--- src/verilog/itm_params.svh ---
// register map, field positions, reset values and timing counts
`ifndef ITM_PARAMS_SVH
`define ITM_PARAMS_SVH

`define ITM_A_CTRL 8'h00
`define ITM_A_PAT0 8'h04
`define ITM_A_PAT1 8'h08
`define ITM_A_PAT2 8'h0C
`define ITM_A_WILD 8'h10
`define ITM_A_DWELL 8'h14
`define ITM_A_SEQCNT 8'h18
`define ITM_A_PERIOD 8'h1C
`define ITM_A_INTEG 8'h20
`define ITM_A_WINWH 8'h24
`define ITM_A_WINXY 8'h28
`define ITM_A_APPLY 8'h2C
`define ITM_A_MINMAX 8'h30
`define ITM_A_MEANSD 8'h34
`define ITM_A_STATUS 8'h38

`define ITM_B_MODE 1:0
`define ITM_B_SRC 2
`define ITM_B_RISE 3
`define ITM_B_PRIO 5:4
`define ITM_B_FPAEN 6
`define ITM_B_VFLIP 7
`define ITM_B_HFLIP 8
`define ITM_B_NUCFULL 9
`define ITM_B_ACTPRE 11:10
`define ITM_CTRL_MASK 32'h0000_0FFF

`define ITM_RST_CTRL 32'h0000_0040
`define ITM_RST_PERIOD 24'h05_1615
`define ITM_RST_INTEG 24'h00_CB20
`define ITM_RST_WINWH 32'h0200_0280

// cycles between end of integration and next frame start
`define ITM_OVH 24'h00_0100
// level delivered while the detector is off
`define ITM_BLANK 16'h2000

`endif

--- src/verilog/itm_pkg.sv ---
// types shared by the time match and frame trigger block
package itm_pkg;
    typedef struct packed {
        logic [17:0][3:0] dig;
    } itm_time_t;
    typedef struct packed {
        logic [15:0] y;
        logic [15:0] x;
        logic [15:0] h;
        logic [15:0] w;
    } itm_win_t;
    typedef struct packed {
        logic [15:0] row;
        logic [15:0] col;
        logic [15:0] data;
    } itm_pix_t;
    typedef enum logic [1:0] {
        ITM_ACTIVE, ITM_SEQ, ITM_TRIGSEQ, ITM_MODE_RSV
    } itm_mode_t;
    typedef enum logic [1:0] {
        ITM_PRI_NONE, ITM_PRI_FRAME, ITM_PRI_INTEG, ITM_PRI_RSV
    } itm_prio_t;
endpackage : itm_pkg

--- src/verilog/itm_top.sv ---
// IRIG time match, frame sequencer and imaging controls
`timescale 1ns/1ps
`include "itm_params.svh"

module itm_top #(
    parameter int PIX_W = 14,
    parameter int ARRAY_W = 640,
    parameter int ARRAY_H = 512,
    parameter int CNT_W = 20
) (
    // clock and reset
    input wire logic mclk,
    input wire logic rst,
    // wishbone slave
    input wire logic wbCyc,
    input wire logic wbStb,
    input wire logic wbWe,
    input wire logic [7:0] wbAdr,
    input wire logic [3:0] wbSel,
    input wire logic [31:0] wbDatW,
    output logic [31:0] wbDatR,
    output logic wbAck,
    // time source
    input wire itm_pkg::itm_time_t irigTime,
    input wire logic usTick,
    // sync and frame generator
    input wire logic videoSync,
    input wire logic frameDone,
    output logic syncOut,
    output logic frameStart,
    output logic [1:0] framePreset,
    output logic [23:0] effPeriod,
    output logic [23:0] effInteg,
    output logic fpaEnable,
    // window
    output itm_pkg::itm_win_t winOut,
    output itm_pkg::itm_win_t nucWin,
    // pixel path
    input wire logic pixVal,
    input wire itm_pkg::itm_pix_t pixIn,
    input wire logic frameEnd,
    output logic pixOutVal,
    output itm_pkg::itm_pix_t pixOut
);
    import itm_pkg::*;

    localparam int SUM_W = PIX_W + CNT_W;
    localparam int SQ_W = 2 * PIX_W + CNT_W;

    if (PIX_W < 2 || PIX_W > 16 || CNT_W < 1 || CNT_W > 24)
        $error("itm_top: unsupported pixel or count width");

    function automatic logic [31:0] merge(input logic [31:0] o,
            input logic [31:0] n, input logic [3:0] s);
        logic [31:0] r;
        r = o;
        for (int i = 0; i < 4; i++) begin
            if (s[i]) begin
                r[8*i+:8] = n[8*i+:8];
            end
        end
        return r;
    endfunction : merge

    // bus decode
    wire wbReq = wbCyc & wbStb & ~wbAck;
    wire wr = wbReq & wbWe;
    wire wCtrl = wr && wbAdr == `ITM_A_CTRL;
    wire wPat0 = wr && wbAdr == `ITM_A_PAT0;
    wire wPat1 = wr && wbAdr == `ITM_A_PAT1;
    wire wPat2 = wr && wbAdr == `ITM_A_PAT2;
    wire wWild = wr && wbAdr == `ITM_A_WILD;
    wire wDwell = wr && wbAdr == `ITM_A_DWELL;
    wire wSeq = wr && wbAdr == `ITM_A_SEQCNT;
    wire wPer = wr && wbAdr == `ITM_A_PERIOD;
    wire wInt = wr && wbAdr == `ITM_A_INTEG;
    wire wWh = wr && wbAdr == `ITM_A_WINWH;
    wire wXy = wr && wbAdr == `ITM_A_WINXY;
    wire applyHit = wr && wbAdr == `ITM_A_APPLY;

    logic [31:0] ctrl;
    logic [71:0] pat;
    logic [17:0] wild;
    logic [31:0] dwell;
    logic [7:0] seqCnt;
    logic [23:0] period;
    logic [23:0] integ;
    logic [31:0] winWh;
    logic [31:0] winXy;
    wire [31:0] wildM = merge({14'h0000, wild}, wbDatW, wbSel);

    wire itm_mode_t mode = itm_mode_t'(ctrl[`ITM_B_MODE]);
    wire itm_prio_t prio = itm_prio_t'(ctrl[`ITM_B_PRIO]);
    wire srcVideo = ctrl[`ITM_B_SRC];
    wire rise = ctrl[`ITM_B_RISE];
    wire fpaEn = ctrl[`ITM_B_FPAEN];
    wire vflip = ctrl[`ITM_B_VFLIP];
    wire hflip = ctrl[`ITM_B_HFLIP];
    wire nucFull = ctrl[`ITM_B_NUCFULL];
    wire [1:0] actPre = ctrl[`ITM_B_ACTPRE];

    always_ff @(posedge mclk) begin
        if (rst) begin
            ctrl <= `ITM_RST_CTRL;
            pat <= 72'h00_0000_0000_0000_0000;
            wild <= 18'h3_FFFF;
            dwell <= 32'h0101_0101;
            seqCnt <= 8'h01;
        end else begin
            if (wCtrl)
                ctrl <= merge(ctrl, wbDatW, wbSel) & `ITM_CTRL_MASK;
            if (wPat0)
                pat[31:0] <= merge(pat[31:0], wbDatW, wbSel);
            if (wPat1)
                pat[63:32] <= merge(pat[63:32], wbDatW, wbSel);
            if (wPat2 && wbSel[0])
                pat[71:64] <= wbDatW[7:0];
            if (wWild)
                wild <= wildM[17:0];
            if (wDwell)
                dwell <= merge(dwell, wbDatW, wbSel);
            if (wSeq && wbSel[0])
                seqCnt <= wbDatW[7:0];
        end
    end

    // frame period and integration time bounding
    wire [31:0] perM = merge({8'h00, period}, wbDatW, wbSel);
    wire [31:0] intM = merge({8'h00, integ}, wbDatW, wbSel);
    wire [23:0] perW = perM[23:0];
    wire [23:0] intW = intM[23:0];
    wire [24:0] intPlus = {1'b0, integ} + {1'b0, `ITM_OVH};
    wire [24:0] intWPlus = {1'b0, intW} + {1'b0, `ITM_OVH};
    wire [23:0] perRoom = period > `ITM_OVH ? period - `ITM_OVH : 24'h00_0000;
    wire noPri = prio == ITM_PRI_NONE;
    logic [23:0] next_period;
    logic [23:0] next_integ;

    always_comb begin
        next_period = period;
        next_integ = integ;
        if (wPer) begin
            next_period = perW;
            if (noPri && perW > `ITM_OVH && intPlus > {1'b0, perW})
                next_integ = perW - `ITM_OVH;
        end
        if (wInt) begin
            next_integ = intW;
            if (noPri && intWPlus > {1'b0, period})
                next_period = intWPlus[23:0];
        end
    end

    always_ff @(posedge mclk) begin
        if (rst) begin
            period <= `ITM_RST_PERIOD;
            integ <= `ITM_RST_INTEG;
            effPeriod <= `ITM_RST_PERIOD;
            effInteg <= `ITM_RST_INTEG;
        end else begin
            period <= next_period;
            integ <= next_integ;
            effPeriod <= (prio == ITM_PRI_INTEG && intPlus > {1'b0, period})
                ? intPlus[23:0] : period;
            effInteg <= (prio == ITM_PRI_FRAME && intPlus > {1'b0, period})
                ? perRoom : integ;
        end
    end

    // time comparator, one hit per digit
    logic [17:0] digHit;
    for (genvar g = 0; g < 18; g++) begin : gDig
        assign digHit[g] = wild[g] | (pat[4*g+:4] == irigTime.dig[g]);
    end
    wire allHit = &digHit;

    always_ff @(posedge mclk) begin
        if (rst)
            syncOut <= 1'b0;
        else if (usTick)
            syncOut <= allHit;
    end

    // sync selection and trigger
    logic syncPrev;
    wire syncSel = srcVideo ? videoSync : syncOut;
    always_ff @(posedge mclk) begin
        if (rst)
            syncPrev <= 1'b0;
        else
            syncPrev <= syncSel;
    end
    wire syncEv = rise ? syncSel & ~syncPrev : syncSel;

    // frame sequencer
    typedef enum logic [1:0] {SQ_IDLE, SQ_LOAD, SQ_FRAME, SQ_WAIT} sq_t;
    sq_t sq;
    logic [1:0] preIdx;
    logic [7:0] frmCnt;
    logic [7:0] seqLeft;
    logic single;
    wire trig = sq == SQ_IDLE && syncEv;
    wire [7:0] dwellCur = dwell[8*preIdx+:8];
    wire moreFrm = frmCnt < dwellCur;
    wire lastPre = preIdx == 2'd3;

    always_ff @(posedge mclk) begin
        if (rst) begin
            sq <= SQ_IDLE;
            preIdx <= 2'd0;
            frmCnt <= 8'h00;
            seqLeft <= 8'h00;
            single <= 1'b0;
            frameStart <= 1'b0;
            framePreset <= 2'd0;
        end else begin
            frameStart <= 1'b0;
            case (sq)
                SQ_IDLE: begin
                    if (trig && mode == ITM_ACTIVE) begin
                        single <= 1'b1;
                        preIdx <= actPre;
                        sq <= SQ_FRAME;
                    end else if (trig) begin
                        single <= 1'b0;
                        preIdx <= 2'd0;
                        frmCnt <= 8'h00;
                        seqLeft <= mode == ITM_TRIGSEQ ? seqCnt : 8'h01;
                        sq <= SQ_LOAD;
                    end
                end
                SQ_LOAD: begin
                    if (moreFrm) begin
                        sq <= SQ_FRAME;
                    end else begin
                        frmCnt <= 8'h00;
                        preIdx <= preIdx + 2'd1;
                        if (lastPre) begin
                            seqLeft <= seqLeft - 8'h01;
                            if (seqLeft <= 8'h01)
                                sq <= SQ_IDLE;
                        end
                    end
                end
                SQ_FRAME: begin
                    frameStart <= 1'b1;
                    framePreset <= preIdx;
                    sq <= SQ_WAIT;
                end
                SQ_WAIT: begin
                    if (frameDone) begin
                        frmCnt <= frmCnt + 8'h01;
                        sq <= single ? SQ_IDLE : SQ_LOAD;
                    end
                end
                default: sq <= SQ_IDLE;
            endcase
        end
    end

    // window shadow and apply
    always_ff @(posedge mclk) begin
        if (rst) begin
            winWh <= `ITM_RST_WINWH;
            winXy <= 32'h0000_0000;
            winOut <= {32'h0000_0000, `ITM_RST_WINWH};
            nucWin <= {32'h0000_0000, `ITM_RST_WINWH};
        end else begin
            if (wWh)
                winWh <= merge(winWh, wbDatW, wbSel);
            if (wXy)
                winXy <= merge(winXy, wbDatW, wbSel);
            if (applyHit)
                winOut <= {winXy, winWh};
            nucWin <= nucFull ? itm_win_t'({32'h0000_0000,
                16'(ARRAY_H), 16'(ARRAY_W)}) : winOut;
        end
    end

    // pixel path
    wire [15:0] pixData = fpaEn ? pixIn.data : `ITM_BLANK;
    always_ff @(posedge mclk) begin
        if (rst) begin
            pixOutVal <= 1'b0;
            pixOut <= '0;
            fpaEnable <= 1'b0;
        end else begin
            fpaEnable <= fpaEn;
            pixOutVal <= pixVal;
            pixOut.data <= pixData;
            pixOut.row <= vflip ? winOut.h - 16'h0001 - pixIn.row
                : pixIn.row;
            pixOut.col <= hflip ? winOut.w - 16'h0001 - pixIn.col
                : pixIn.col;
        end
    end

    // frame statistics
    typedef enum logic [1:0] {ST_IDLE, ST_DIV1, ST_DIV2, ST_SQRT} st_t;
    st_t st;
    wire [PIX_W-1:0] pd = pixData[PIX_W-1:0];
    logic [PIX_W-1:0] accMin, accMax, statMin, statMax, mean, sdev;
    logic [SUM_W-1:0] accSum;
    logic [SQ_W-1:0] accSq, sqHold, divN, divQ;
    logic [CNT_W-1:0] accCnt, cnt, divR;
    logic [5:0] stepI;
    logic [2*PIX_W-1:0] varc;
    wire [CNT_W:0] divT = {divR, divN[SQ_W-1]};
    wire divGe = divT >= {1'b0, cnt};
    wire [2*PIX_W-1:0] meanSq = mean * mean;
    wire [2*PIX_W-1:0] msq = divQ[2*PIX_W-1:0];
    wire [PIX_W-1:0] cand = sdev | (PIX_W'(1) << stepI);
    wire [2*PIX_W-1:0] candSq = cand * cand;
    wire divLast = stepI == 6'(SQ_W - 1);

    always_ff @(posedge mclk) begin
        if (rst || frameEnd) begin
            accMin <= '1;
            accMax <= '0;
            accSum <= '0;
            accSq <= '0;
            accCnt <= '0;
        end else if (pixVal) begin
            accMin <= pd < accMin ? pd : accMin;
            accMax <= pd > accMax ? pd : accMax;
            accSum <= accSum + SUM_W'(pd);
            accSq <= accSq + SQ_W'(pd) * SQ_W'(pd);
            accCnt <= accCnt + 1'b1;
        end
    end

    always_ff @(posedge mclk) begin
        if (rst) begin
            st <= ST_IDLE;
            statMin <= '0;
            statMax <= '0;
            mean <= '0;
            sdev <= '0;
            sqHold <= '0;
            divN <= '0;
            divQ <= '0;
            divR <= '0;
            cnt <= '0;
            stepI <= '0;
            varc <= '0;
        end else begin
            case (st)
                ST_IDLE: begin
                    if (frameEnd && accCnt != '0) begin
                        statMin <= accMin;
                        statMax <= accMax;
                        cnt <= accCnt;
                        divN <= SQ_W'(accSum);
                        sqHold <= accSq;
                        divR <= '0;
                        stepI <= '0;
                        st <= ST_DIV1;
                    end
                end
                ST_DIV1, ST_DIV2: begin
                    divR <= divGe ? divT[CNT_W-1:0] - cnt : divT[CNT_W-1:0];
                    divQ <= {divQ[SQ_W-2:0], divGe};
                    divN <= {divN[SQ_W-2:0], 1'b0};
                    stepI <= stepI + 6'd1;
                    if (divLast && st == ST_DIV1) begin
                        st <= ST_DIV2;
                        divN <= sqHold;
                        divR <= '0;
                        stepI <= '0;
                    end else if (divLast) begin
                        st <= ST_SQRT;
                        stepI <= 6'(PIX_W - 1);
                        sdev <= '0;
                    end
                    if (st == ST_DIV2 && stepI == 6'd0)
                        mean <= divQ[PIX_W-1:0];
                end
                ST_SQRT: begin
                    if (stepI == 6'(PIX_W - 1))
                        varc <= msq > meanSq ? msq - meanSq : '0;
                    if (stepI != 6'(PIX_W - 1) && candSq <= varc)
                        sdev <= cand;
                    if (stepI == 6'(PIX_W - 1) && candSq <=
                            (msq > meanSq ? msq - meanSq : '0))
                        sdev <= cand;
                    stepI <= stepI - 6'd1;
                    if (stepI == 6'd0)
                        st <= ST_IDLE;
                end
                default: st <= ST_IDLE;
            endcase
        end
    end

    // read mux and answer
    logic [31:0] rdMux;
    always_comb begin
        case (wbAdr)
            `ITM_A_CTRL: rdMux = ctrl;
            `ITM_A_PAT0: rdMux = pat[31:0];
            `ITM_A_PAT1: rdMux = pat[63:32];
            `ITM_A_PAT2: rdMux = {24'h00_0000, pat[71:64]};
            `ITM_A_WILD: rdMux = {14'h0000, wild};
            `ITM_A_DWELL: rdMux = dwell;
            `ITM_A_SEQCNT: rdMux = {24'h00_0000, seqCnt};
            `ITM_A_PERIOD: rdMux = {8'h00, period};
            `ITM_A_INTEG: rdMux = {8'h00, integ};
            `ITM_A_WINWH: rdMux = winWh;
            `ITM_A_WINXY: rdMux = winXy;
            `ITM_A_MINMAX: rdMux = {16'(statMax), 16'(statMin)};
            `ITM_A_MEANSD: rdMux = {16'(sdev), 16'(mean)};
            `ITM_A_STATUS: rdMux = {26'h000_0000, st != ST_IDLE,
                framePreset, syncOut, sq != SQ_IDLE, 1'b0};
            default: rdMux = 32'h0000_0000;
        endcase
    end

    always_ff @(posedge mclk) begin
        if (rst) begin
            wbAck <= 1'b0;
            wbDatR <= 32'h0000_0000;
        end else begin
            wbAck <= wbReq;
            wbDatR <= wbReq && !wbWe ? rdMux : 32'h0000_0000;
        end
    end
endmodule : itm_top
--- config.mk ---
export PLATFORM = sky130hd
export DESIGN_NAME = itm_top
export DESIGN_NICKNAME = d
export VERILOG_FILES = /design/src/verilog/itm_pkg.sv /design/src/verilog/itm_top.sv
export VERILOG_INCLUDE_DIRS = /design/src /design/src/verilog
export SDC_FILE = /design/constraint.sdc
export NUM_CORES = 2
export LEC_CHECK = 0
export BUFFER_PORTS_ARGS = -buffer_cell sky130_fd_sc_hd__buf_4
export CAP_MARGIN = 20
export CORE_ASPECT_RATIO = 2
export CORE_MARGIN = 2
export CORE_UTILIZATION = 30
export DETAILED_ROUTE_END_ITERATION = 10
export PLACE_DENSITY = 0.42
export SLEW_MARGIN = 15
export SYNTH_ARGS = -nofsm -noshare
export SYNTH_HDL_FRONTEND = slang
export SYNTH_SLANG_ARGS = --single-unit
--- constraint.sdc ---
create_clock -name mclk -period 23.4 [get_ports mclk]
set_input_delay 4.68 -clock mclk [delete_from_list [all_inputs] [get_ports mclk]]
set_output_delay 4.68 -clock mclk [all_outputs]
set_load 0.01 [all_outputs]
; Yosys cells after proc, flatten, opt, wreduce, memory -nomap -nowiden
; Index checks and enable logic that the tools add are counted.
[op_classes]
mul = 3
shifts = 2
bitwise = 27
mux = 69
n_reduce_logical = 89
addsub = 18
n_eq_ne = 59
n_lt_le_gt_ge = 13
[op_table]
columns = op, count
row1 = 32-bit one-hot mux with 14 select lines, 1
row2 = 24-bit two-way mux, 9
row3 = 8-bit two-way mux, 15
row4 = 48-bit two-way mux, 2
row5 = 48-bit one-hot mux with 2 select lines, 1
row6 = 14-bit by 14-bit multiplier with 28-bit output, 3
row7 = 25-bit by 24-bit greater-than comparator with 1-bit output, 3
row8 = 4-bit equality test, 18
row9 = 14-bit two-way mux, 5
row10 = 2-bit AND reduction, 33
row11 = 20-bit two-way mux, 3
row12 = "8-bit by 6-bit equality test with 1-bit output, second input constant", 7
row13 = 28-bit less-or-equal comparator, 2
row14 = "24-bit by 9-bit adder with 25-bit output, second input constant", 2
row15 = 48-bit by 28-bit adder with 48-bit output, 1
row16 = "24-bit by 9-bit greater-than comparator with 1-bit output, second input constant", 2
row17 = "24-bit by 9-bit subtractor with 24-bit output, second input constant", 2
row18 = 20-bit one-hot mux with 2 select lines, 1
row19 = 34-bit by 14-bit adder with 34-bit output, 1
row20 = "8-bit by 5-bit equality test with 1-bit output, second input constant", 4
row21 = 16-bit two-way mux, 2
row22 = 32-bit by 6-bit indexed part select with 8-bit output, 1
row23 = "16-bit by 1-bit subtractor with 16-bit output, second input constant", 2
row24 = 16-bit subtractor, 2
row25 = 54 further kinds, 158
[word_totals]
out_inout_bits = 263
word_cells = 353
input_bits = 174
ff_bits = 925

; Longest topological paths before layout
[logic_depth]
depth_word = 8
ltp_mapped = 49
ltp_nobuf = 45

; Worst setup path before layout
; Ideal clock, no wire load.
[synth_path]
path_kind = input port to flip-flop
start = input port pixIn[7] (netlist bit)
end = register accSq[47]
path_stages = 24
path_buffers = 2
path_slack_ns = 12.951
required_ns = 23.272
arrival_ns = 10.321
setup_time_ns = 0.128
cell_sequence = and2_1 -> clkbuf_1 -> nand2_1 -> fa_1 -> inv_1 -> fa_1 -> inv_1 -> fa_1 -> inv_1 -> fa_1 -> fa_1 -> fa_1 -> ha_1 -> a21o_1 -> a21o_1 -> a21oi_1 -> o21a_1 -> a311oi_1 -> a211oi_1 -> o21a_1 -> clkbuf_1 -> nor3b_1 -> xnor2_1 -> nor2_1
[synth_via]
elab_chain_cells = 3
[synth_rtl]
columns = element, line_no
row1 = "start, declared", itm_top.sv:40  ; input wire itm_pkg::itm_pix_t pixIn,
row2 = 14-bit two-way mux (no source line), n/a
row3 = via pixData[7], itm_top.sv:281  ; wire [15:0] pixData = fpaEn ? pixIn.data : `ITM_BLANK;
row4 = 14-bit by 14-bit multiplier with 28-bit output, itm_top.sv:327  ; accSq <= accSq + SQ_W'(pd) * SQ_W'(pd);
row5 = 48-bit by 28-bit adder with 48-bit output, itm_top.sv:327
row6 = "end signal, assigned", itm_top.sv:327
row7 = "end, declared", itm_top.sv:304  ; logic [SQ_W-1:0] accSq, sqHold, divN, divQ;
; The timed path passes the listed nets, and every way through them passes these cells.
; A chain may end at the register's enable or synchronous reset.

; Worst setup path in the final report
[layout_path]
start = register mean[13]
end = register sdev[9]
[layout_via]
elab_chain_cells = 7
elab_cells_between_ends = 10
classes_between = 1 x add/sub / 1 x mul / 2 x order compare / 1 x eq/ne / 3 x mux / 2 x reduce/logical
[layout_rtl]
columns = element, line_no
row1 = "start, declared", itm_top.sv:302  ; logic [PIX_W-1:0] accMin, accMax, statMin, statMax, mean, sdev;
row2 = "start signal, assigned", itm_top.sv:376  ; mean <= divQ[PIX_W-1:0];
row3 = 14-bit by 14-bit multiplier with 28-bit output *, itm_top.sv:310  ; wire [2*PIX_W-1:0] meanSq = mean * mean;
row4 = 28-bit subtractor or 28-bit greater-than comparator (tied branches), itm_top.sv:384  ; (msq > meanSq ? msq - meanSq : '0))
row5 = 28-bit two-way mux *, itm_top.sv:384
row6 = 28-bit less-or-equal comparator *, itm_top.sv:383  ; if (stepI == 6'(PIX_W - 1) && candSq <=
row7 = 1-bit logical AND *, itm_top.sv:383
row8 = 3-bit inequality test (no source line) or 14-bit two-way mux (tied branches), n/a
row9 = 4-bit AND reduction (no source line) or 14-bit one-hot mux with 2 select lines (tied branches), n/a
row10 = "end signal, assigned", itm_top.sv:382  ; sdev <= cand;
row11 = "end signal, assigned", itm_top.sv:385  ; sdev <= cand;
row12 = "end, declared", itm_top.sv:302
; Mark *: on every way between the ends. The rest lies on a longest branch, timed or not.

==> metrics <==
sequential share of the synthesized area=28.9%; Worst Skew=approximately 0.09 ns; Die X=331 µm; status=complete, no violations; Crit path arrival time=12.40 ns; P&R area growth vs syn=15.1%; Hold Path Depth=2; Sw Ratio=between 30% and 40%; internal power=approximately 3.3 mW; Yosys reg bits=slightly above 900; crit path kind=register to register; Final period util=50.2%; flop2flop setup slack=11.65 ns; die height=658 µm; Core Rows=between 200 and 250; crit path time final=11.75 ns; Root Driver=clkbuf_16; Worst R2R Start=mean[13]; DR WL/cell=24.9 µm; Syn Area/Cell=8.31 µm²; Cells after Synth=7,718; total grt overflow=0; final hold viol count=0; Synth Flop Type=dfxtp_1; initial antenna violation count=14; clk_lat worst skew=0.79 ns; Post-synth EDFFs=0; Hold Path Class=register to register; critical-path maximum fanout=45; number of buffers created by CTS=between 100 and 150; vias per cell=5.21; GP Congestion=0.969; Crit. End Element=register; commonest non-fill, non-tap cell in the layout=nand2_1; setup violators final=0; DR iter-0 viols=3,324; clock share of power=34.8%; DR pass1 iterations=8; core area=~0.21 mm²; Post-Syn Nets=between 8,000 and 9,000; Post-CTS Setup Inserts=0; # DRC=0; CTS clk-pin slew, worst paths=0.07 ns; Final Power=5.05 mW; Seq pwr share=32.3%; DPL Wire Length=213,000 µm; final WL=269,000 µm; P_sw=1.80 mW; CP max-delay cell=dfxtp_1; largest net degree at the start of global routing=155; max cap viols=0; Worst Reg2Reg Path Length in Cells=38; synthesized area=0.0641 mm²; Worst path max stage delay=just over 1 ns; PD cells=between 60 and 70 mW/mm²; most frequent cells in the layout=nand2_1, dfxtp_1, inv_1; Max H-tree Level=3; CP Data Required Time=24.05 ns; vias in the first global route=~58,000; Total GRT Usage=24.3%; static leakage=between 30 and 40 nW; maximum clock path buffer count=3; combinational share of power=32.9%; Sink Count=925; min-delay src=winXy[20]; via count=56,300; die area=between 0.2 and 0.25 mm²; RSZ-0062 raised after global routing=no; worst r2r dst=sdev[9]; Slew @ Worst Pin=1.18 ns; setup TNS=0 ns; synth warn=0; Fmax achieved=around 85 MHz; async set or reset register ratio after synthesis=0%; worst vdd ir=0.115 mV; Cell variety after synth=100; boundary pin count=437; post-CTS sizing=0; NumNets Final=9,039; first-pass GRT wire length=390,000 µm; Post-CTS Hold Buffers=0; layout cells sized above 1=10.2%; Worst slew margin=20.6%; Antenna Nets Post-Route=0; Initial Util=30.1%; CTS tree=yes; CP Launch Type=register; Most common cell on crit path=fa_1; Min-Delay Endpoint=winOut[52]; Max Slew Vio Count=0; number of I/O port buffers=436
[worst max-delay path: cells and delay by family (launching register included)]
kind | cells | cell delay, ns
buf+inv | 4 | 0.45
xor+xnor | 1 | 0.09
fa+ha+maj | 9 | 4.12
compound gates | 11 | 2.60
mux | 1 | 0.25
simple gates | 12 | 3.05
flops | 1 | 1.03
[registers in the layout, summed over array words and instances, names as in the netlist, 34 cells and up]
| name | cells |
|---|---|
| accSq | 48 |
| accSum | 34 |
| divN | 48 |
| nucWin | 64 |
| pat | 72 |
| pixOut | 48 |
| sqHold | 48 |
| winOut | 64 |
[kinds of logic after synthesis]
kind of cell               Yosys count  synth area share (%)
adders and majority gates          921                  22.5
xor gates and xnor gates           335                  4.58
and+or+nand+nor                   2680                  18.7
buffers and inverters             1130                  6.76
DFF                                925                  28.9
AOI/OAI and AO/OA                 1482                  14.6
muxes                              245                  4.06
[metrics by stage]
step	setup WS (ns)	hold WS (ns)	util, %	area (µm²)	cells
after global routing	10.87	0.450	34.6	73800	10800
final	11.65	0.423	34.6	73800	10800
after global placement	11.41	0.438	32.9	70200	10600
after CTS	11.50	0.429	34.6	73800	10800
after floorplan	12.95	0.426	-	64100	7718
after detailed placement	11.32	0.444	32.9	70200	10600
[cell usage after synthesis, types with 33 or more instances]
cell type,number,area (µm²)
nand2b_1,33,206
dfxtp_1,925,18500
ha_1,538,6730
or3_1,54,338
nor4_1,35,219
nor2b_1,49,307
xor2_1,160,1400
clkbuf_1,343,1290
and3_1,74,463
and2_1,144,901
nor2_1,588,2210
o21ai_0,160,801
inv_1,707,2650
o211ai_1,33,248
nand3_1,276,1380
nand2_1,1214,4560
a21oi_1,663,3320
a22o_1,37,324
mux2i_1,208,2080
a221oi_1,53,464
buf_2,35,175
a22oi_1,66,495
xnor2_1,175,1530
a311oi_1,40,350
a21o_1,124,931
nand4_1,53,332
fa_1,383,7670
nor3_1,81,405
a31oi_1,60,375
[metal layers]
| metal | vias to the layer above | track usage (%) | share of wire (%) |
|---|---|---|---|
| met1 | 27600 | 23.1 | 33 |
| li1 | 26500 | - | - |
| met5 | - | 0 | 0.022 |
| met4 | 10 | 17.5 | 8.5 |
| met3 | 627 | 3.34 | 4.3 |
| met2 | 1549 | 46.8 | 54 |
[cell type report]
type	count	area [µm²]
fill	22500	139000
multi-input combinational	5663	41500
sequential	925	18500
timing repair buffer	538	4070
tap	2783	3480
clock buffer	135	2810
inverter	715	2690
clock inverter	51	754
antenna	6	15.0
[worst max-delay path by stage]
stage          startpoint   endpoint  slack (ns)
6_report         mean[13]    sdev[9]       11.65
3_3_place_gp    pixIn[11]  accSq[45]       11.41
5_1_grt          mean[13]    sdev[9]       10.87
3_5_place_dp    pixIn[11]  accSq[45]       11.32
2_1_floorplan    pixIn[7]  accSq[47]       12.95
4_1_cts          mean[13]   sdev[11]       11.50
[power by group through the flow]
| stage | Clock, mW | Sequential, mW | Combinational [mW] |
|---|---|---|---|
| final | 1.76 | 1.63 | 1.66 |
| after global routing | 1.86 | 1.63 | 1.85 |
| after CTS | 1.81 | 1.63 | 1.69 |
| after detailed placement | 0 | 1.67 | 1.68 |
| after global placement | 0 | 1.67 | 1.68 |
| after floorplan | 0 | 1.65 | 1.20 |
No activity file was read; power rests on OpenSTA's default activity.
